### config.mk
export PLATFORM = sky130hd
export DESIGN_NAME = psfr_top
export DESIGN_NICKNAME = d
export VERILOG_FILES = /design/src/rtl/psfr_sync.v /design/src/rtl/psfr_top.v
export VERILOG_INCLUDE_DIRS = /design/src /design/src/pkg
export SDC_FILE = /design/constraint.sdc
export NUM_CORES = 1
export LEC_CHECK = 0
export BUFFER_PORTS_ARGS = -buffer_cell sky130_fd_sc_hd__buf_2
export CORE_MARGIN = 3
export CORE_UTILIZATION = 55
export CTS_CLUSTER_SIZE = 14
export DETAILED_ROUTE_END_ITERATION = 6
export PLACE_DENSITY_LB_ADDON = 0.08
export SLEW_MARGIN = 0
export SYNTH_ARGS = -nofsm -noshare
export SYNTH_HDL_FRONTEND = slang
export SYNTH_SLANG_ARGS = --single-unit
export TNS_END_PERCENT = 5
### constraint.sdc
create_clock -name REF_CLK -period 4.04 [get_ports REF_CLK]
set_input_delay 0.404 -clock REF_CLK [delete_from_list [all_inputs] [get_ports REF_CLK]]
set_output_delay 0.404 -clock REF_CLK [all_outputs]
set_load 0.05 [all_outputs]
### src/pkg/psfr_map.vh
// Constants for the power stage fault reporting block.
// Assumes a single 50 MHz clock and an active-low reset input pin.
// Overview of operation
// - Half-bridges stay Hi-Z until both supplies are above undervoltage.
// - Reset input low enables weak output pulldown for bootstrap charging, except in single-ended mode.
// - Any shutdown fault drives the fault output low.
// - High temperature warnings go low above 125 C indication.
// - Low temperature warning goes low above 100 C indication.
// - Status outputs follow the fault and warning encoding table.
// - Fault and warning outputs are active-low open-drain.
// - Reset input low forces the fault output released high.
// - A shutdown fault at once sets Hi-Z and asserts the fault output.
// - Faults other than overload and overtemperature recover by themselves.
// - Shutdown groups A+B and C+D, all four in parallel bridge mode.
// - Bootstrap undervoltage shuts down only its own half-bridge.
// - Overtemperature error latches until the reset input is asserted.
// - Overload shutdown clears only on a rising edge of reset input.
// - Warnings hold until temperature falls by the hysteresis amount.
`ifndef PSFR_MAP_VH
`define PSFR_MAP_VH
`define PSFR_MODE_BRIDGE_TIED   2'h0
`define PSFR_MODE_PARALLEL      2'h1
`define PSFR_MODE_SINGLE_ENDED  2'h2
`define PSFR_SYNC_STAGES        2
`define PSFR_NUM_HB             4
`define PSFR_HB_ALL             4'hF
`define PSFR_HB_NONE            4'h0
`endif

### src/rtl/psfr_sync.v
// Two-flip-flop synchroniser for a bus of asynchronous levels.
// Assumes the inputs come from analog comparators or pins.
`timescale 1ns/1ns
`default_nettype none
module psfr_sync #(
    parameter W = 1
) (
    input  wire         clk,
    input  wire         rst_n,
    input  wire [W-1:0] d,
    output reg  [W-1:0] q
);
    reg [W-1:0] meta;
    always @(posedge clk or negedge rst_n) begin
        if (!rst_n) begin
            meta <= {W{1'b0}};
            q    <= {W{1'b0}};
        end else begin
            meta <= d;
            q    <= meta;
        end
    end
endmodule // psfr_sync
`default_nettype wire

### src/rtl/psfr_top.v
// Fault supervision and reporting for a four half-bridge power stage.
// Assumes comparator inputs are asynchronous and active high.
`timescale 1ns/1ns
`default_nettype none
`include "psfr_map.vh"
module psfr_top (
    input  wire       REF_CLK,
    input  wire       RSTN,
    input  wire       RESET_IN_N,
    input  wire [1:0] OUTPUT_MODE,
    input  wire [3:0] GATE_DRIVE_SUPPLY_UV,
    input  wire       COMMON_SUPPLY_UV,
    input  wire [3:0] OVERLOAD_DET,
    input  wire [3:0] BOOTSTRAP_PIN_UV,
    input  wire       TEMP_ABOVE_LOW,
    input  wire       TEMP_BELOW_LOW_HYST,
    input  wire       TEMP_ABOVE_HIGH,
    input  wire       TEMP_BELOW_HIGH_HYST,
    input  wire       TEMP_ABOVE_ERROR,
    output reg  [3:0] HB_HIZ,
    output reg  [3:0] HB_PULLDOWN,
    output reg        FAULT_SHUTDOWN_N_OUT,
    output reg        FAULT_SHUTDOWN_N_OE,
    output reg        TEMP_WARN_HIGH_N_OUT,
    output reg        TEMP_WARN_HIGH_N_OE,
    output reg        TEMP_WARN_HIGH2_N_OUT,
    output reg        TEMP_WARN_HIGH2_N_OE,
    output reg        TEMP_WARN_LOW_N_OUT,
    output reg        TEMP_WARN_LOW_N_OE,
    output reg        OVERTEMP_ERROR,
    output reg        OVERLOAD_FAULT
);

    // Synchroniser input bus; the error comparator has a pair of its own.
    wire [19:0] raw_in;
    wire [19:0] s;

    assign raw_in = {RESET_IN_N,
                     OUTPUT_MODE,
                     GATE_DRIVE_SUPPLY_UV,
                     COMMON_SUPPLY_UV,
                     OVERLOAD_DET,
                     BOOTSTRAP_PIN_UV,
                     TEMP_ABOVE_LOW,
                     TEMP_BELOW_LOW_HYST,
                     TEMP_ABOVE_HIGH,
                     TEMP_BELOW_HIGH_HYST};

    // Every comparator and pin level passes two flops before use.
    psfr_sync #(
        .W     (20)
    ) u_sync (
        .clk   (REF_CLK),
        .rst_n (RSTN),
        .d     (raw_in),
        .q     (s)
    );

    wire       rst_in_n  = s[19];
    wire [1:0] mode      = s[18:17];
    wire [3:0] gd_uv     = s[16:13];
    wire       com_uv    = s[12];
    wire [3:0] ovl       = s[11:8];
    wire [3:0] bst_uv    = s[7:4];
    wire       t_low     = s[3];
    wire       t_low_clr = s[2];
    wire       t_high    = s[1];
    wire       t_hi_clr  = s[0];

    // Error comparator synchroniser, status latches and edge detector.
    reg        err_m;
    reg        raw_err_s;
    reg        t_err;
    reg        rst_in_q;
    reg        warn_low;
    reg        warn_high;
    reg  [3:0] ovl_latch;

    // Next values, computed in the combinational processes below.
    reg  [3:0] next_hiz;
    reg  [3:0] next_pulldown;
    reg        next_fault_oe;
    reg        next_overtemp;
    reg        next_overload;
    reg  [3:0] next_ovl_latch;
    reg        next_warn_low;
    reg        next_warn_high;

    // Maps per-half-bridge errors onto the shutdown group for the mode.
    function [3:0] psfr_group;
        input [3:0] err;
        input [1:0] md;
        begin
            if (md == `PSFR_MODE_PARALLEL) begin
                psfr_group = {4{|err}};
            end else begin
                psfr_group = {{2{|err[3:2]}}, {2{|err[1:0]}}};
            end
        end
    endfunction

    wire       uv_any   = com_uv | (|gd_uv);
    wire       rst_rise = rst_in_n & ~rst_in_q;
    wire       ovl_any  = (|ovl_latch) | (|ovl);
    wire [3:0] grp_off  = psfr_group(ovl_latch | ovl, mode);
    wire       shut     = uv_any | OVERTEMP_ERROR | t_err | ovl_any;
    wire       all_off  = ~rst_in_n | uv_any | OVERTEMP_ERROR | t_err;

    // The whole stage goes Hi-Z on reset, undervoltage or overtemperature,
    // a group on overload, and one half-bridge on bootstrap undervoltage.
    always @* begin
        next_hiz = grp_off | bst_uv;
        if (all_off) begin
            next_hiz = `PSFR_HB_ALL;
        end
    end

    // The pulldown charges bootstrap capacitors, never in single-ended mode.
    always @* begin
        next_pulldown = `PSFR_HB_NONE;
        if (!rst_in_n && mode != `PSFR_MODE_SINGLE_ENDED) begin
            next_pulldown = `PSFR_HB_ALL;
        end
    end

    // Reset low releases the fault pin whatever faults are present.
    always @* begin
        next_fault_oe = shut;
        if (!rst_in_n) begin
            next_fault_oe = 1'b0;
        end
    end

    // A new error wins over a reset held low in the same cycle.
    always @* begin
        next_overtemp = OVERTEMP_ERROR;
        if (raw_err_s) begin
            next_overtemp = 1'b1;
        end else if (!rst_in_n) begin
            next_overtemp = 1'b0;
        end
    end

    // Overload stays latched until the reset input rises.
    always @* begin
        next_ovl_latch = ovl_latch | ovl;
        next_overload  = OVERLOAD_FAULT | (|ovl);
        if (rst_rise) begin
            next_ovl_latch = ovl;
            next_overload  = |ovl;
        end
    end

    // Warnings set on the threshold and clear only on the hysteresis mark.
    always @* begin
        next_warn_low = warn_low;
        if (t_low) begin
            next_warn_low = 1'b1;
        end else if (t_low_clr) begin
            next_warn_low = 1'b0;
        end
    end

    always @* begin
        next_warn_high = warn_high;
        if (t_high) begin
            next_warn_high = 1'b1;
        end else if (t_hi_clr) begin
            next_warn_high = 1'b0;
        end
    end

    // Two flops for the error comparator before the latch reads it.
    always @(posedge REF_CLK or negedge RSTN) begin
        if (!RSTN) begin
            err_m     <= 1'b0;
            raw_err_s <= 1'b0;
        end else begin
            err_m     <= TEMP_ABOVE_ERROR;
            raw_err_s <= err_m;
        end
    end

    always @(posedge REF_CLK or negedge RSTN) begin
        if (!RSTN) begin
            t_err <= 1'b0;
        end else begin
            t_err <= raw_err_s;
        end
    end

    // Starts low like the synchronised pin; a pin held high at reset still gives one rising edge after reset.
    always @(posedge REF_CLK or negedge RSTN) begin
        if (!RSTN) begin
            rst_in_q <= 1'b0;
        end else begin
            rst_in_q <= rst_in_n;
        end
    end

    // Latched status flags.
    always @(posedge REF_CLK or negedge RSTN) begin
        if (!RSTN) begin
            OVERTEMP_ERROR <= 1'b0;
        end else begin
            OVERTEMP_ERROR <= next_overtemp;
        end
    end

    always @(posedge REF_CLK or negedge RSTN) begin
        if (!RSTN) begin
            OVERLOAD_FAULT <= 1'b0;
        end else begin
            OVERLOAD_FAULT <= next_overload;
        end
    end

    // Per-half-bridge overload memory for the shutdown grouping.
    always @(posedge REF_CLK or negedge RSTN) begin
        if (!RSTN) begin
            ovl_latch <= `PSFR_HB_NONE;
        end else begin
            ovl_latch <= next_ovl_latch;
        end
    end

    always @(posedge REF_CLK or negedge RSTN) begin
        if (!RSTN) begin
            warn_low <= 1'b0;
        end else begin
            warn_low <= next_warn_low;
        end
    end

    always @(posedge REF_CLK or negedge RSTN) begin
        if (!RSTN) begin
            warn_high <= 1'b0;
        end else begin
            warn_high <= next_warn_high;
        end
    end

    // Half-bridge controls.
    always @(posedge REF_CLK or negedge RSTN) begin
        if (!RSTN) begin
            HB_HIZ <= `PSFR_HB_ALL;
        end else begin
            HB_HIZ <= next_hiz;
        end
    end

    always @(posedge REF_CLK or negedge RSTN) begin
        if (!RSTN) begin
            HB_PULLDOWN <= `PSFR_HB_NONE;
        end else begin
            HB_PULLDOWN <= next_pulldown;
        end
    end

    // Open-drain pins: the value is always low, the enable pulls the line.
    always @(posedge REF_CLK or negedge RSTN) begin
        if (!RSTN) begin
            FAULT_SHUTDOWN_N_OUT <= 1'b0;
            FAULT_SHUTDOWN_N_OE  <= 1'b0;
        end else begin
            FAULT_SHUTDOWN_N_OUT <= 1'b0;
            FAULT_SHUTDOWN_N_OE  <= next_fault_oe;
        end
    end

    always @(posedge REF_CLK or negedge RSTN) begin
        if (!RSTN) begin
            TEMP_WARN_HIGH_N_OUT <= 1'b0;
            TEMP_WARN_HIGH_N_OE  <= 1'b0;
        end else begin
            TEMP_WARN_HIGH_N_OUT <= 1'b0;
            TEMP_WARN_HIGH_N_OE  <= warn_high | t_high;
        end
    end

    always @(posedge REF_CLK or negedge RSTN) begin
        if (!RSTN) begin
            TEMP_WARN_HIGH2_N_OUT <= 1'b0;
            TEMP_WARN_HIGH2_N_OE  <= 1'b0;
        end else begin
            TEMP_WARN_HIGH2_N_OUT <= 1'b0;
            TEMP_WARN_HIGH2_N_OE  <= warn_high | t_high;
        end
    end

    always @(posedge REF_CLK or negedge RSTN) begin
        if (!RSTN) begin
            TEMP_WARN_LOW_N_OUT <= 1'b0;
            TEMP_WARN_LOW_N_OE  <= 1'b0;
        end else begin
            TEMP_WARN_LOW_N_OUT <= 1'b0;
            TEMP_WARN_LOW_N_OE  <= warn_low | t_low;
        end
    end
endmodule // psfr_top
`default_nettype wire

==> flow_summary.toml, run 1 <==
[status]
status = "finished, final reports clean"

[worst_setup_path]
cp-start-kind = "flip-flop"
reg2reg_slack_ns = 2.60
critPathMaxFanout = 1
arrival_ns = 1.13
crit_type = "flip-flop to primary output"
r2r_end = "HB_HIZ[2]"
slowest_delay_ns = 0.52
path_buf_inv = 1
path_cells = "buf_2"
critPathTopFamily = "flip-flops"
rr_worst_depth = 3
crit_path_end_kind = "primary output"
crit_required_ns = 3.64
cp_slowest_cell = "dfstp_2"
reg2reg_from = "u_sync.q[11]"

[logic_synthesis]
synth_async_sr_flop_share = 1.00
syn-cell-area_sq_um = 1800
synth_area_leaders = "dfrtp_1, dfstp_2, buf_4, a21o_1, nor4_2"
synth_flop_cell = "dfrtp_1"
synth_edf_count = 0
ys_warn_count = 0
yosys.area.top_type = "dfrtp_1"
yosys.area.top_type_share = 0.777
avgSynthCellArea_sq_um = 17.7
ys_seq_elements = 60
ys_seq_area_frac = 0.835
synth_cell_types = 21
syn_inst = 102

[sta]
fin_ws_ns = 2.50
tns_ns = 0
setup_violations = 0
whs_ns = 0.137
fmax_mhz = 651
fin_skew_ns = 0.00690
fin_crit_sh = 0.380
rsz0062_at_grt = "false"
fin_crit_ns = 1.54
tightest_slew_ns = 0.694
hold_viol_final = 0
drv_slew = 0
slew_headroom = 0.538

[route]
drc_errors = 0
drt_iter0_drc = 40
drtAntennaViolNets = 0
vias = 891
avgRoutedWirePerCell_um = 12.7
first_pass_iters = 6
routed_via_density = 4.59
finalWirelength_mm = 2.46

[floorplan]
die_w_um = 63.3
num_io_pins = 41
row_count = 20
start_util = 0.581
core_area_sq_um = 3100
die_area_sq_um = 4000
die_y_um = 63.3

[power_and_ir_drop]
p_seq_frac = 0.612
p_leak_nw = 0.981
switching_share = 0.234
combPwrFrac = 0.062
p_total_mw = 1.05
ir_worst_vdd_uv = 297
pwr-share-clk = 0.326
intPower_mw = 0.807
p_switching_mw = 0.246
power_density_nw_per_um2 = 498

[cts]
htree_levels = 3
post_cts_buffers = 0
cts.clk_slew.worst_paths_ns = 0.09
ctsResizeCount = 0
cts_sinks = 60
cts-hold-fix-buffers = 0
insertion_delay_ns = 0.36
tritoncts = "built"
ctsLongestPathBuffers = 2
numCtsBuffers = 9
clockRootBuffer = "clkbuf_4"

[layout]
final_cell_mix = "dfrtp_1, buf_2, clkbuf_4, a21o_1"
finish.utilization = 0.681
multiInputGateArea_sq_um = 238
final_cells = 194
fill_cells = 251
antenna_cells = 0
final_area_sq_um = 2110
syn_to_final_growth_pct = 17.2
regArea_sq_um = 1510
layout_commonest_cell = "dfrtp_1"
fin_nets = 168
layout-drive-gt1-share = 0.413

[place]
dp_cells = 178
portBuffers = 36
place_ws_ns = 2.61
gp_congestion = 0.708
dpl_cell_area_sq_um = 2000

[hold_path]
holdCritPathClass = "primary input to flip-flop"
hp-start = "OUTPUT_MODE[1]"
whs_path_depth = 1
min_to = "u_sync.meta[18]"

[global_routing]
antenna_found_initial = 0
track_usage = 0.144
overflow = 0
grt_max_degree = 61
grt_pass1_vias = 903
grt_pass1_wl_mm = 4.05

[run]
max_cap_viol_count = 0
cell type report:
| class | instances | area share |
|---|---|---|
| multi-input cells | 34 | 0.112 |
| repair buffers | 37 | 0.0888 |
| clock buffers | 14 | 0.0503 |
| inverters | 3 | 0.00533 |
| well taps | 44 | 0.0260 |
| clock inverters | 2 | 0.00473 |
| flip-flops and latches | 60 | 0.712 |
flip-flops by register name, indices dropped and copies added (netlist names):
| register | cells |
|---|---|
| OVERTEMP_ERROR | 1 |
| rst_in_q | 1 |
| u_sync.meta | 20 |
| ovl_latch | 4 |
| t_err | 1 |
| warn_low | 1 |
| warn_high | 1 |
| HB_PULLDOWN | 1 |
| HB_HIZ | 4 |
| raw_err_s | 1 |
| FAULT_SHUTDOWN_N_OE | 1 |
| err_m | 1 |
| OVERLOAD_FAULT | 1 |
| u_sync.q | 20 |
| TEMP_WARN_LOW_N_OE | 1 |
| TEMP_WARN_HIGH_N_OE | 1 |
worst max-delay path by stage:
stage | startpoint | to | slack (ns) | cells past startpoint
after floorplan | OVERTEMP_ERROR | HB_HIZ[2] | 2.51 | 3
final | HB_HIZ[2] | HB_HIZ[2] | 2.50 | 1
after global routing | HB_HIZ[2] | HB_HIZ[2] | 2.45 | 1
after detailed placement | u_sync.q[15] | HB_HIZ[3] | 2.61 | 3
after global placement | u_sync.q[15] | HB_HIZ[3] | 2.66 | 3
after CTS | HB_HIZ[2] | HB_HIZ[2] | 2.47 | 1
per-layer routing:
metal	track usage	wire, um
met5	0	0
met4	0.124	52
met3	0.0463	169
met2	0.223	1290
met1	0.161	943
synth_stat cells, drive strengths merged, types with 2 or more instances:
library cell / number
inv: 3
or2: 2
or4: 2
buf: 8
dfrtp: 56
nor2: 2
nor4: 4
a21o: 7
or3: 2
nand2b: 2
dfstp: 4
nand2: 5
power groups by stage:
stage          Sequential [mW]  Combinational (mW)  Clock, mW
2_1_floorplan            0.663              0.0329          0
3_5_place_dp             0.657              0.0664          0
4_1_cts                  0.645              0.0665      0.358
6_report                 0.645              0.0653      0.343
5_1_grt                  0.648              0.0711      0.389
3_3_place_gp             0.655              0.0644          0
cell families (layout without fill, tap and decap cells):
group,count (synthesis),in the layout,synth area share
compound gates,9,9,0.0368
buf+inv,11,56,0.0395
flops,60,60,0.835
other cells,1,4,0.00208
simple gates,21,21,0.0867
(Power assumes the default switching activity.)
==> run 2: changes to the inputs <==
- CORE_UTILIZATION: 55 -> 46
- clock period: 4.04 -> 1.3 ns (I/O delays scaled with it)
==> flow_summary.toml, run 2 (same netlist as run 1, synthesis figures left out) <==
[sta]
rsz0062_at_grt = "true"
fin_skew_ns = 0.00374
fin_crit_sh = 1.07
hold_viol_final = 0
fin_crit_ns = 1.39
drv_slew = 0
setup_violations = 4
fmax_mhz = 718
fin_ws_ns = -0.0932

[layout]
final_cells = 228
syn_to_final_growth_pct = 39.0
layout-drive-gt1-share = 0.394
final_area_sq_um = 2510
antenna_cells = 0
fin_nets = 198
final_cell_mix = "dfrtp_1, buf_2, dlygate4sd3_1, clkbuf_8, buf_4"
layout_commonest_cell = "dfrtp_1"
top_regs = "u_sync.meta x20, u_sync.q x20"

[run]
max_cap_viol_count = 0

[worst_setup_path]
crit_path_end_kind = "flip-flop"
slowest_delay_ns = 0.51
crit_type = "flip-flop to flip-flop"
critPathTopFamily = "simple AND/OR/NAND/NOR gates"
critPathMaxFanout = 3
cp-start-kind = "flip-flop"
path_cells = "nor4_4 -> nand2_2 -> or4_1"
path_buf_inv = 0
cp_slowest_cell = "or4_1"
arrival_ns = 1.63
crit_required_ns = 1.53

[route]
drt_iter0_drc = 37
finalWirelength_mm = 2.56
drc_errors = 0
first_pass_iters = 3
vias = 999
avgRoutedWirePerCell_um = 11.2
drtAntennaViolNets = 0
routed_via_density = 4.38

[global_routing]
grt_max_degree = 21
grt_pass1_wl_mm = 4.07
track_usage = 0.132
grt_pass1_vias = 982
antenna_found_initial = 0
overflow = 0

[cts]
cts_sinks = 60
tritoncts = "built"
numCtsBuffers = 9
insertion_delay_ns = 0.32
clockRootBuffer = "clkbuf_8"
htree_levels = 3
post_cts_buffers = 0
ctsLongestPathBuffers = 2
cts.clk_slew.worst_paths_ns = 0.06

[floorplan]
die_w_um = 68.6
num_io_pins = 41
die_area_sq_um = 4710
core_area_sq_um = 3720
row_count = 22
die_y_um = 68.6
start_util = 0.486

[power_and_ir_drop]
combPwrFrac = 0.075
intPower_mw = 2.93
switching_share = 0.217
ir_worst_vdd_uv = 817
p_leak_nw = 1.15
p_switching_mw = 0.812
p_seq_frac = 0.537
power_density_nw_per_um2 = 1490
pwr-share-clk = 0.388

[place]
dpl.hpwl_mm = 1.73
portBuffers = 36
dp_cells = 190
gp_congestion = 0.700
place_ws_ns = -0.0937
dpl_cell_area_sq_um = 2100

[status]
violations = "setup timing"
status = "complete, but fails checks"

[hold_path]
holdCritPathClass = "primary input to asynchronous set/reset pin"
## run 2: layout make-up
class,count,area (sq um)
multi-input combinational,34,255
clock buffer,15,176
clock inverter,1,5.00
tap,48,60.1
sequential,60,1510
timing repair buffer,67,493
inverter,3,11.3
fill,277,1210
## run 2: worst register-to-register path: cells and delay by family (launching register included)
| family | cells | cell delay, ns |
|---|---|---|
| flops | 1 | 0.40 |
| simple gates | 3 | 0.91 |
## run 2: repair_timing
action	CTS	global route
hold buffers	22	0
endpoints found under the hold margin	77	0
endpoints found under the setup margin	4	5
pin swaps	1	1
gates resized for setup	1	0
## run 2: stage by stage
step                      power, mW  hold WS, ns  TNS (ns)   util
after floorplan                2.17       -0.166   -0.0734      -
after global placement         2.26       0.0275    -0.235  0.565
after detailed placement       2.27       0.0251    -0.348  0.565
after CTS                      3.80        0.223    -0.301  0.675
after global routing           3.90        0.246    -0.622  0.675
final                          3.74        0.231    -0.265  0.675
## run 2: path summary, 6_finish.rpt
kind / slack [ns] / depth (start not counted) / start / end
min in group REF_CLK: 0.35 / 0 / u_sync.meta[3] / u_sync.q[3]
hold reg to reg: 0.35 / 0 / u_sync.meta[3] / u_sync.q[3]
setup reg to reg: -0.09 / 3 / ovl_latch[2] / HB_HIZ[2]
max in group asynchronous: 0.60 / 3 / RSTN / OVERTEMP_ERROR
hold / removal: 0.23 / 2 / RSTN / u_sync.q[7]
setup / recovery: -0.09 / 3 / ovl_latch[2] / HB_HIZ[2]
## run 2: layer usage
layer	vias to the layer above	track usage	share of wire	routed length, um
li1	467	-	-	-
met2	37	0.221	0.54	1380
met3	10	0.0389	0.062	158
met5	-	0	0	0
met1	485	0.123	0.36	916
met4	0	0.136	0.042	108
## run 2: power by group through the flow
stage	Sequential, mW	Combinational, mW	Clock [mW]
after floorplan	2.06	0.103	0
after global placement	2.03	0.230	0
after detailed placement	2.04	0.235	0
after CTS	2.01	0.285	1.51
after global routing	2.02	0.307	1.58
final	2.01	0.281	1.45
